### src/pkg/ems_map.svh
`ifndef EMS_MAP_SVH
`define EMS_MAP_SVH

// Oscillator periods per machine cycle
`define EMS_MC_CLOCKS         12
// Machine cycles the reset pin must stay high
`define EMS_RST_QUAL_MC       2
// Oscillator periods the internal reset holds after a watchdog overflow
`define EMS_WDT_RESET_CLOCKS  24

// Phase counter width and last phase of a machine cycle
`define EMS_PHASE_W           4
`define EMS_PHASE_LAST        4'hB

// Address-latch strobe high phases (two per machine cycle)
`define EMS_ALE1_FIRST        4'h1
`define EMS_ALE1_LAST         4'h2
`define EMS_ALE2_FIRST        4'h7
`define EMS_ALE2_LAST         4'h8

// Program-fetch strobe low phases (two per machine cycle)
`define EMS_PSEN1_FIRST       4'h3
`define EMS_PSEN1_LAST        4'h5
`define EMS_PSEN2_FIRST       4'h9
`define EMS_PSEN2_LAST        4'hB

// Highest address of internal program memory
`define EMS_INT_CODE_TOP      16'h7FFF

// Reset values of the strobes
`define EMS_ALE_RESET         1'b0
`define EMS_PROGRAM_FETCH_STROBE_N_RESET      1'b1

`endif

### src/pkg/ems_pkg.sv
package ems_pkg;

    // Strobes that leave the block towards the external memory
    typedef struct packed {
        logic ale;
        logic program_fetch_strobe_n;
    } ems_strobe_t;

    // Reset pin drive: level and output enable
    typedef struct packed {
        logic out;
        logic oe;
    } ems_rst_drive_t;

    // Reset source state
    typedef enum logic [1:0] {
        EMS_RUN,
        EMS_PIN_RESET,
        EMS_WDT_RESET
    } ems_rst_state_t;

endpackage

### src/rtl/ems_mem_strobe.sv
`timescale 1ns/1ps
`include "ems_map.svh"

// Notes on behaviour
// - Reset pin high for two machine cycles with oscillator running resets device.
// - On watchdog overflow the reset pin is driven high while internal reset lasts.
// - Address-latch strobe normally runs at one sixth of the oscillator rate.
// - Address-latch strobe lets external logic latch the low address byte.
// - Each external data access drops exactly one address-latch strobe pulse.
// - Program-fetch strobe is the read enable of external program memory.
// - Executing externally, program-fetch strobe asserts twice each machine cycle.
// - Each external data access drops two program-fetch strobe assertions.
// - Program-fetch strobe stays inactive for internal program fetches.
// - Fetch select low during reset: all code 0000H-FFFFH fetched externally.
// - Fetch select high during reset: internal code, external above 7FFFH.
// - Fetch select is sampled only during reset, ignored afterwards.

module ems_mem_strobe #(
    parameter int MC_CLOCKS        = `EMS_MC_CLOCKS,
    parameter int RST_QUAL_MC      = `EMS_RST_QUAL_MC,
    parameter int WDT_RESET_CLOCKS = `EMS_WDT_RESET_CLOCKS
) (
    // Clock and system reset
    input  wire logic                 CLK,
    input  wire logic                 SYS_RST,
    // Reset pin
    input  wire logic                 RST_PIN_IN,
    output ems_pkg::ems_rst_drive_t   RST_PIN_DRIVE,
    // Watchdog
    input  wire logic                 WDT_OVERFLOW,
    // Fetch select pin, low selects external code
    input  wire logic                 EXTERNAL_FETCH_SELECT_N,
    // Core side
    input  wire logic [15:0]          PROGRAM_COUNTER,
    input  wire logic                 DATA_ACCESS_REQ,
    output logic                      INTERNAL_RESET,
    output logic                      MACHINE_CYCLE_START,
    output logic                      FETCH_EXTERNAL,
    output logic                      DATA_CYCLE,
    // External memory strobes
    output ems_pkg::ems_strobe_t      STROBES
);

    localparam int QUAL_CLOCKS = RST_QUAL_MC * MC_CLOCKS;
    localparam int QCNT_W      = $clog2(QUAL_CLOCKS + 1);
    localparam int WCNT_W      = $clog2(WDT_RESET_CLOCKS + 1);

    // True when the phase lies in the window [first, last]
    function automatic logic in_window(
        input logic [`EMS_PHASE_W-1:0] ph,
        input logic [`EMS_PHASE_W-1:0] first,
        input logic [`EMS_PHASE_W-1:0] last
    );
        in_window = (ph >= first) && (ph <= last);
    endfunction

    // Code address goes to external memory
    function automatic logic code_is_external(
        input logic        ext_sel,
        input logic [15:0] pc
    );
        code_is_external = ext_sel || (pc > `EMS_INT_CODE_TOP);
    endfunction

    // Pin synchronisers
    logic                        rst_pin_meta_reg;
    logic                        rst_pin_sync_reg;
    logic                        sel_meta_reg;
    logic                        sel_sync_reg;

    // Reset control
    ems_pkg::ems_rst_state_t     rst_state_reg;
    logic [QCNT_W-1:0]           qual_cnt_reg;
    logic [WCNT_W-1:0]           wdt_cnt_reg;
    logic                        in_reset_reg;
    logic                        rst_drive_reg;

    // Boot select and machine timing
    logic                        ext_sel_reg;
    logic [`EMS_PHASE_W-1:0]     phase_reg;
    logic                        mc_start_reg;
    logic                        data_cycle_reg;
    logic                        fetch_ext_reg;
    logic                        ale_reg;
    logic                        program_fetch_strobe_n_reg;
    logic                        ale_next;
    logic                        program_fetch_strobe_n_next;
    logic                        last_phase;

    // Pins from outside pass two flip-flops first
    always_ff @(posedge CLK) begin
        if (SYS_RST) begin
            rst_pin_meta_reg <= 1'b0;
            rst_pin_sync_reg <= 1'b0;
        end else begin
            rst_pin_meta_reg <= RST_PIN_IN;
            rst_pin_sync_reg <= rst_pin_meta_reg;
        end
    end

    // Fetch select tracks the pin even in system reset so it can be caught there
    always_ff @(posedge CLK) begin
        sel_meta_reg <= EXTERNAL_FETCH_SELECT_N;
        sel_sync_reg <= sel_meta_reg;
    end

    // Qualify the reset pin; our own drive during a watchdog reset is not counted
    always_ff @(posedge CLK) begin
        if (SYS_RST) begin
            qual_cnt_reg <= '0;
        end else if (!rst_pin_sync_reg || rst_drive_reg) begin
            qual_cnt_reg <= '0;
        end else if (qual_cnt_reg != QCNT_W'(QUAL_CLOCKS)) begin
            qual_cnt_reg <= qual_cnt_reg + QCNT_W'(1);
        end
    end

    // Reset source state machine
    always_ff @(posedge CLK) begin
        if (SYS_RST) begin
            rst_state_reg <= ems_pkg::EMS_RUN;
            wdt_cnt_reg   <= '0;
        end else begin
            case (rst_state_reg)
                ems_pkg::EMS_RUN: begin
                    if (qual_cnt_reg == QCNT_W'(QUAL_CLOCKS)) begin
                        rst_state_reg <= ems_pkg::EMS_PIN_RESET;
                    end else if (WDT_OVERFLOW) begin
                        rst_state_reg <= ems_pkg::EMS_WDT_RESET;
                        wdt_cnt_reg   <= WCNT_W'(WDT_RESET_CLOCKS - 1);
                    end
                end
                ems_pkg::EMS_PIN_RESET: begin
                    if (!rst_pin_sync_reg) begin
                        rst_state_reg <= ems_pkg::EMS_RUN;
                    end
                end
                ems_pkg::EMS_WDT_RESET: begin
                    if (wdt_cnt_reg == '0) begin
                        rst_state_reg <= ems_pkg::EMS_RUN;
                    end else begin
                        wdt_cnt_reg <= wdt_cnt_reg - WCNT_W'(1);
                    end
                end
                default: begin
                    rst_state_reg <= ems_pkg::EMS_RUN;
                end
            endcase
        end
    end

    // Internal reset and reset pin drive
    always_ff @(posedge CLK) begin
        if (SYS_RST) begin
            in_reset_reg  <= 1'b1;
            rst_drive_reg <= 1'b0;
        end else begin
            in_reset_reg  <= (rst_state_reg != ems_pkg::EMS_RUN);
            rst_drive_reg <= (rst_state_reg == ems_pkg::EMS_WDT_RESET);
        end
    end

    // Boot select: caught only while reset stands, held afterwards
    always_ff @(posedge CLK) begin
        if (SYS_RST || in_reset_reg) begin
            ext_sel_reg <= !sel_sync_reg;
        end
    end

    // Machine cycle phase counter, twelve oscillator periods
    assign last_phase = (phase_reg == `EMS_PHASE_LAST);

    always_ff @(posedge CLK) begin
        if (SYS_RST || in_reset_reg) begin
            phase_reg    <= `EMS_PHASE_LAST;
            mc_start_reg <= 1'b0;
        end else begin
            phase_reg    <= last_phase ? '0 : phase_reg + `EMS_PHASE_W'(1);
            mc_start_reg <= last_phase;
        end
    end

    // Per machine cycle: data access and code source decided at its start
    always_ff @(posedge CLK) begin
        if (SYS_RST || in_reset_reg) begin
            data_cycle_reg <= 1'b0;
            fetch_ext_reg  <= 1'b0;
        end else if (last_phase) begin
            data_cycle_reg <= DATA_ACCESS_REQ;
            fetch_ext_reg  <= code_is_external(ext_sel_reg, PROGRAM_COUNTER);
        end
    end

    // Strobe patterns for the current phase
    always_comb begin
        ale_next    = in_window(phase_reg, `EMS_ALE1_FIRST, `EMS_ALE1_LAST);
        program_fetch_strobe_n_next = 1'b1;
        if (!data_cycle_reg) begin
            ale_next = ale_next
                       || in_window(phase_reg, `EMS_ALE2_FIRST, `EMS_ALE2_LAST);
        end
        if (fetch_ext_reg && !data_cycle_reg) begin
            program_fetch_strobe_n_next = !(in_window(phase_reg, `EMS_PSEN1_FIRST, `EMS_PSEN1_LAST)
                         || in_window(phase_reg, `EMS_PSEN2_FIRST, `EMS_PSEN2_LAST));
        end
    end

    // Strobes leave from flip-flops; data cycles drop one latch pulse, two fetches
    always_ff @(posedge CLK) begin
        if (SYS_RST || in_reset_reg) begin
            ale_reg    <= `EMS_ALE_RESET;
            program_fetch_strobe_n_reg <= `EMS_PROGRAM_FETCH_STROBE_N_RESET;
        end else begin
            ale_reg    <= ale_next;
            program_fetch_strobe_n_reg <= program_fetch_strobe_n_next;
        end
    end

    assign STROBES       = '{ale: ale_reg, program_fetch_strobe_n: program_fetch_strobe_n_reg};
    assign RST_PIN_DRIVE = '{out: rst_drive_reg, oe: rst_drive_reg};
    assign INTERNAL_RESET                 = in_reset_reg;
    assign MACHINE_CYCLE_START            = mc_start_reg;
    assign FETCH_EXTERNAL                 = fetch_ext_reg;
    assign DATA_CYCLE                     = data_cycle_reg;

endmodule

### config.mk
export PLATFORM = sky130hd
export DESIGN_NAME = ems_mem_strobe
export DESIGN_NICKNAME = d
export VERILOG_FILES = /design/src/pkg/ems_pkg.sv /design/src/rtl/ems_mem_strobe.sv
export VERILOG_INCLUDE_DIRS = /design/src /design/src/pkg
export SDC_FILE = /design/constraint.sdc
export NUM_CORES = 1
export LEC_CHECK = 0
export BUFFER_PORTS_ARGS = -buffer_cell sky130_fd_sc_hd__buf_2
export CAP_MARGIN = 20
export CORE_ASPECT_RATIO = 0.7
export CORE_MARGIN = 2
export CORE_UTILIZATION = 54
export CTS_BUF_LIST = sky130_fd_sc_hd__clkbuf_2 sky130_fd_sc_hd__clkbuf_4 sky130_fd_sc_hd__clkbuf_8
export CTS_CLUSTER_DIAMETER = 200
export DETAILED_ROUTE_END_ITERATION = 8
export HOLD_SLACK_MARGIN = 0.1
export PLACE_DENSITY = 0.77
export SLEW_MARGIN = 20
export SYNTH_ARGS = -nofsm -noshare
export SYNTH_HDL_FRONTEND = slang
export SYNTH_SLANG_ARGS = --single-unit
export TNS_END_PERCENT = 5
### constraint.sdc
create_clock -name CLK -period 1.64 [get_ports CLK]
set_input_delay 0.082 -clock CLK [delete_from_list [all_inputs] [get_ports CLK]]
set_output_delay 0.082 -clock CLK [all_outputs]
set_load 0.1 [all_outputs]
==> results summary, run 1 <==
The run finished with clean final reports. The area taken by multi-input logic gates is 594.3 um^2. The maximum achievable frequency is 0.6318 GHz. The power share of the combinational group came out at 0.207.

The number of enable flip-flop cells after synthesis is 1. The switching power total is 0.0004364 W. The sequential-to-total area share from yosys stat is 0.4611. The arrival time reported for the critical path endpoint is around 1800 ps. Input and output buffers added on the ports amount to 14. STA classifies the critical path endpoint as a register. After floorplanning, the core was divided into 14 placement rows. The area added between synthesis and finish is 19.21%. The largest net degree at the start of global routing is 17. Across the whole layout, storage elements account for 573.1 um^2.

The final weighted congestion of routability-driven global placement is 0.8476. The longest clock path from root to sink contains 2 buffers. In the final timing run, aggregate negative setup slack is 0 ps.

The number of standard cells in the final layout excluding fillers is 179. For this run, asynchronously set or reset flops after synthesis account for 0. The number of hold violations in the final report came out at 0. The total routing resource utilization after global routing is 0.1908. The average cell area after synthesis is between 9 and 10 um^2. The maximum vdd ir drop is 746.7 uV. The initial antenna violation count is 0.

The number of max-slew violations in the final report is 0. The static power due to leakage is 0.6192 nW. The gate count after technology mapping is 126. The worst register-to-register path begins at wdt_cnt_reg[0]. The iteration count of the initial detailed-routing pass is 4. The detail route stage leaves a number of antenna-violating nets equal to 0. The internal power of the cells totals 0.001097 W. The final count of negative-setup-slack endpoints came out at 0. The proportion of layout cells with a drive suffix above 1 came out at 0.2177.

Power spread over the standard cell area amounts to 1039 nW/um^2. The endpoint required time on the critical path is 1870 ps. Setup repair after global routing left no endpoint under its margin. The post-synthesis cell type count is 40. 30 I/O pins were placed. For this configuration, the core starts out at a cell density of 0.5743. The count of maximum capacitance violations is 0.

The total standard cell area after synthesis came out at ~1200 um^2. The most used flip-flop cell after synthesis is sky130_fd_sc_hd__dfxtp_1. The number of buffers and inverters on the critical path is 1. The largest fanout on the critical path is 5. The min-delay analysis places its worst path in the category register to register. CTS built an H-tree with a depth of 1.

The CTS clock-pin slew for the worst setup and hold paths came out at roughly 150 ps. The number of global-route vias before repair is 869. The number of diodes added for antenna fixing came out at 0.

For this run, the post-layout net count is 177. The synthesized net count is 155. The core region area is 2155 um^2. The first routing iteration left 32 violations. The origin of the worst min-delay path is sel_meta_reg. The wire-length estimate of the detail-placed layout is 1522 um. The count of filler cells inserted in the layout came out at 178. The final cell area excluding filler cells came out at 1475 um^2.

The signal on the critical path passes through inv_2, ha_4, or4b_4, a32oi_4, a21boi_1. The worst stage delay on the critical path is 490 ps. The largest individual stage delay along the critical path comes from the cell sky130_fd_sc_hd__or4b_4. Buffers inserted during clock tree synthesis total 3. The share of total power dissipated in sequential elements is 0.498. The first-pass GRT wire length is between 3000 and 4000 um. The height of the die is between 40 and 50 um. The fraction of the cycle the final worst path needs came out at 0.9652.

The clock skew is roughly 12 ps. In this run the clock root is driven by a sky130_fd_sc_hd__clkbuf_4. The pin slew with the least headroom to its limit is 486.6 ps.

The average routed wire per standard cell is 12.80 um. The relative max-transition margin is 0.6779. The total detailed-routing wirelength came out at 2292 um.

The overall die area came out at 2697 um^2. The worst-skew pair later-pin latency is around 340 ps. The total of warnings raised by yosys is 0. The cell family contributing the most delay on the critical path is simple AND/OR/NAND/NOR gates.

After detailed placement, the design holds a cell count of 166. The critical setup path kind is register to register. The final hold slack came out at roughly 360 ps. Of the total power, the clock network draws 0.295. The number of flip-flops and latches in the synthesized netlist came out at 28. The worst setup path is launched from a register. TritonCTS built the clock tree. The ratio of routed vias to standard cells came out at 5.117.

The cell area after placement is 1315 um^2. Of the total power, the share spent switching nets is 0.2847. The clock period could shrink to 1583 ps. The DRC violations left came out at 0. The total vias in the final route is 916. Tracing the worst setup path back leads to its startpoint at wdt_cnt_reg[0]. The remaining global-route overflow is 0. The clock net in this run drives a total of 28 sinks. The die width is 61.22 um.
## metal layers
layer / GRT usage / wire (um)
met1: 0.2303 / 1018
met2: 0.3277 / 1164
met3: 0.05263 / 77
met4: 0.06522 / 31
met5: 0 / 0
## logic make-up (layout without fill, tap and decap cells)
group / after synthesis / after routing / share of synthesized area
simple gates: 44 / 44 / 0.2012
fa+ha+maj: 7 / 7 / 0.07078
mux: 3 / 3 / 0.02427
buf+inv: 20 / 41 / 0.07482
xor+xnor: 6 / 6 / 0.04247
flops: 28 / 28 / 0.4611
compound gates: 18 / 18 / 0.1254
## worst paths after layout
| path | slack [ps] | cells after the start | end |
|---|---|---|---|
| setup / recovery | 60 | 5 | wdt_cnt_reg[0] |
| hold / removal | 360 | 0 | sel_sync_reg |
| setup reg to reg | 60 | 5 | wdt_cnt_reg[0] |
| hold reg to reg | 360 | 0 | sel_sync_reg |
## layout make-up
cell class              count  share of cell area
clock buffers               3             0.01527
flip-flops and latches     28              0.3885
inverters                  12             0.03053
clock inverters             1             0.02036
multi-input cells          78              0.4029
repair buffers             25              0.1154
well taps                  32             0.02714
## worst reg2reg max path, delay by kind of cell (launching register included)
kind            cells  cell delay [ps]
fa+ha+maj           1              130
flops               1              360
simple gates        1              490
buf+inv             1               80
compound gates      2              420
## synth_stat cells (2+ instances only)
| cell type | number | area (um^2) |
|---|---|---|
| sky130_fd_sc_hd__mux2i_1 | 3 | 30.03 |
| sky130_fd_sc_hd__and2_1 | 2 | 12.51 |
| sky130_fd_sc_hd__xor2_1 | 2 | 17.52 |
| sky130_fd_sc_hd__clkbuf_1 | 2 | 7.510 |
| sky130_fd_sc_hd__dfxtp_1 | 27 | 540.5 |
| sky130_fd_sc_hd__and3b_1 | 2 | 17.52 |
| sky130_fd_sc_hd__a21oi_1 | 4 | 20.02 |
| sky130_fd_sc_hd__or3_1 | 2 | 12.51 |
| sky130_fd_sc_hd__nor3_1 | 6 | 30.03 |
| sky130_fd_sc_hd__nor2b_1 | 3 | 18.77 |
| sky130_fd_sc_hd__a211o_1 | 2 | 17.52 |
| sky130_fd_sc_hd__xnor2_1 | 4 | 35.03 |
| sky130_fd_sc_hd__nand2_1 | 3 | 11.26 |
| sky130_fd_sc_hd__buf_4 | 4 | 30.03 |
| sky130_fd_sc_hd__nand3_1 | 4 | 20.02 |
| sky130_fd_sc_hd__buf_2 | 2 | 10.01 |
| sky130_fd_sc_hd__o21ai_0 | 2 | 10.01 |
| sky130_fd_sc_hd__inv_1 | 12 | 45.04 |
| sky130_fd_sc_hd__nor2_1 | 13 | 48.80 |
| sky130_fd_sc_hd__ha_1 | 7 | 87.58 |
## per-stage QoR
step                worst slack (ps)  power (W)    util
floorplan                      37.17   0.001001       -
global placement               78.44   0.001044  0.6103
detailed placement             40.66   0.001054  0.6103
CTS                            24.51   0.001513  0.6672
global route                   16.49   0.001603  0.6847
finish                         57.13   0.001533  0.6847
## cell usage in the layout (no fill, tap or decap), types with 3 or more instances in the layout
cell                            synthesis  routed
sky130_fd_sc_hd__clkbuf_4               0       3
sky130_fd_sc_hd__nand3_1                4       4
sky130_fd_sc_hd__nand2_1                3       3
sky130_fd_sc_hd__nor2_1                13      13
sky130_fd_sc_hd__nor3_1                 6       6
sky130_fd_sc_hd__ha_1                   7       6
sky130_fd_sc_hd__inv_1                 12      10
sky130_fd_sc_hd__nor2b_1                3       3
sky130_fd_sc_hd__mux2i_1                3       3
sky130_fd_sc_hd__buf_4                  4       4
sky130_fd_sc_hd__dlygate4sd3_1          0       7
sky130_fd_sc_hd__dfxtp_1               27      25
sky130_fd_sc_hd__a21oi_1                4       4
sky130_fd_sc_hd__xnor2_1                4       4
sky130_fd_sc_hd__buf_2                  2      14
## power groups by stage
stage / Clock (W) / Sequential (W) / Combinational, W
floorplan: 0 / 0.000813 / 0.000188
global placement: 0 / 0.000774 / 0.000271
detailed placement: 0 / 0.000776 / 0.000278
CTS: 0.000460 / 0.000761 / 0.000292
global route: 0.000490 / 0.000771 / 0.000342
finish: 0.000452 / 0.000764 / 0.000317
## repair_timing
item,4_1_cts,5_1_grt
hold buffers,7,0
gates resized for setup,0,7
setup buffers,0,2
hold endpoints to repair,10,0
endpoints found under the setup margin,0,5
(Power assumes the default switching activity.)
==> run 2, diff against run 1 <==
CORE_UTILIZATION = 33   (was 54)
PLACE_DENSITY = unset   (was 0.77)
==> run 2 against run 1 <==
Hold slack got worse by 220 ps; flip-flop and latch count unchanged; clock power increased by 17%; die area increased by 58%; largest cell class unchanged.
==> results summary, run 2 (synthesized netlist as in run 1, its figures left out) <==
The flow ran to the end, and the final reports show no timing, DRC or antenna violations. The detailed router finished its first iteration with 57 violations. In this run the count of I/O pins placed on the die edge is 30.

The met3 routed wirelength came out at 87 um. The number of diodes added for antenna fixing came out at 0. The final antenna-violating net count came out at 0. Compared with the post-synthesis result, the final layout area differs by 20.73%. No sink is reached through more buffers than the 2 on the longest clock path. The number of global-route vias before repair came out at between 800 and 900.

The detailed route wirelength on metal2 came out at 982 um. The highest layer touched by signal routing is met4. Data on the critical path is required at its endpoint by 1800 ps. The final weighted congestion of routability-driven global placement is 0.7441. The remaining global-route overflow is 0. The number of hold violations in the final report came out at 0. The final cell area excluding filler cells is 1494 um^2.

The final critical-path setup slack came out at 59.42 ps. The slowest stage of the critical path is the sky130_fd_sc_hd__or4b_4 cell. The relative max-transition margin came out at 0.6779. The worst setup path is captured at a register. The number of H-tree levels is 1. The estimated wirelength of the detail-placed design is 1596 um. The iteration count of the initial detailed-routing pass is 4.

In this run the worst hold path is classified as input port to register. After layout, the design draws a total of 0.001601 W. The count of filler cells inserted in the layout came out at 357. The worst stage delay on the critical path is 500 ps.

The DRC violations left is 0. The placed cell count is ~190. The power density over cell area is 1072 nW/um^2. The worst slack at placement is around 14 ps.

In this run the standard cell core region covers 3558 um^2. Dividing the detail-routed via count by the number of cells gives 4.531. The overall die area is 4264 um^2. The number of max-slew violations in the final report came to 0. After clock tree synthesis, the clock-pin slew on the worst setup and hold paths is approximately 90 ps.

The largest net degree at the start of global routing came out at 17. VDD sags by at most roughly 360 uV. After detailed placement, the total cell area comes to 1345 um^2. Between clock sinks in the finished design, the worst skew comes to roughly 8.1 ps. The most frequent standard cell in the layout excluding fill and tap cells is sky130_fd_sc_hd__dfxtp_1. In the layout the commonest cells are sky130_fd_sc_hd__dfxtp_1, sky130_fd_sc_hd__buf_2, sky130_fd_sc_hd__nor2_1, sky130_fd_sc_hd__inv_1. TritonCTS built the clock tree.

The tree is rooted in a sky130_fd_sc_hd__clkbuf_8. The critical path is of the register to register type. After detailed routing, the average wire length per cell comes to 11.09 um. The signal on the critical path passes through inv_2, ha_2, or4b_4, a32oi_4, o32ai_2. For this configuration, the core starts out at a cell density of 0.3477. The total of buffers placed on input and output ports came out at 14.

The proportion of layout cells with a drive suffix above 1 came out at 0.2260. The total routing resource utilization after global routing came out at 0.1086. The largest fanout on the critical path is 5. The number of standard cells in the final layout excluding fillers is 196.

The maximum achievable frequency came out at 0.6327 GHz. The number of rows created at floorplan is 18. The total detailed-routing wirelength is 2174 um.

The total vias in the final route came out at 888. The count of maximum capacitance violations is 0. The height of the die came out at 55.24 um. The met1 layer wirelength in the final routing came out at 1080 um. STA classifies the critical path startpoint as a register. The floorplan step set the die width to 77.19 um.

Setup violations remaining at the end of the flow were counted as 0. The first-pass GRT wire length came out at 3726 um. STA puts the critical path data arrival time at 1740 ps.

The static power due to leakage is 0.6192 nW. The clock net in this run drives a total of 28 sinks. The number of nets in the final layout is roughly 180. Dividing the final minimum period by the clock period gives 0.9638. The worst-skew pair later-pin latency came out at roughly 270 ps. The pin slew with the least headroom to its limit is 486.5 ps. The initial antenna violation count was 0.

The number of clock buffers inserted by TritonCTS is 3. The clock period minus worst slack is 1581 ps.
## run 2: cell count changes in the layout (fill, tap and decap cells not counted), sizes merged
cell / previous run / this run
dlygate4sd3: 7 / 5
buf: 18 / 19
## run 2: metrics by stage
step,utilization,setup TNS (ps),hold WS [ps]
after floorplan,-,0,109.7
after global placement,0.3780,0,184.5
after detailed placement,0.3780,0,185.6
after CTS,0.4121,0,134.8
after global routing,0.4198,-18.52,154.8
final,0.4198,0,136.8
## run 2: layout make-up
type / instances / area (um^2) / share of cell area
Inverter: 12 / 45.04 / 0.03015
Multi-Input combinational cell: 78 / 584.3 / 0.3911
Tap cell: 50 / 62.56 / 0.04188
Sequential cell: 28 / 573.1 / 0.3836
Timing Repair Buffer: 24 / 157.7 / 0.1055
Clock inverter: 1 / 30.03 / 0.02010
Clock buffer: 3 / 41.29 / 0.02764
## run 2: worst paths after layout
check	startpoint	endpoint	slack, ps	cells past startpoint
worst max-delay path	wdt_cnt_reg[0]	wdt_cnt_reg[3]	60	5
worst min-delay path	SYS_RST	wdt_cnt_reg[2]	140	2
worst max register to register	wdt_cnt_reg[0]	wdt_cnt_reg[3]	60	5
worst min register to register	sel_meta_reg	sel_sync_reg	330	0
## run 2: report_power, final
| group | switching, W | internal, W | total [W] |
|---|---|---|---|
| combinational | 0.000188 | 0.000118 | 0.000306 |
| sequential | 0.0000380 | 0.000726 | 0.000764 |
| clock | 0.000204 | 0.000327 | 0.000531 |
| total | 0.000430 | 0.00117 | 0.00160 |
## run 2: worst max-delay path, delay by kind of cell (launching register included)
family,cells,cell delay (ps)
compound gates,2,410
fa+ha+maj,1,170
buf+inv,1,60
flops,1,340
simple gates,1,500
## run 2: what timing repair did
item,CTS,global route
hold endpoints to repair,5,0
setup endpoints to repair,0,5
hold buffers,5,0
buffers inserted,0,2
resized for setup,0,6
## run 2: routing by layer
layer,GRT usage,vias to the layer above
li1,-,469
met1,0.1448,403
met2,0.1640,14
met3,0.03758,2
met4,0.03827,0
met5,0,-
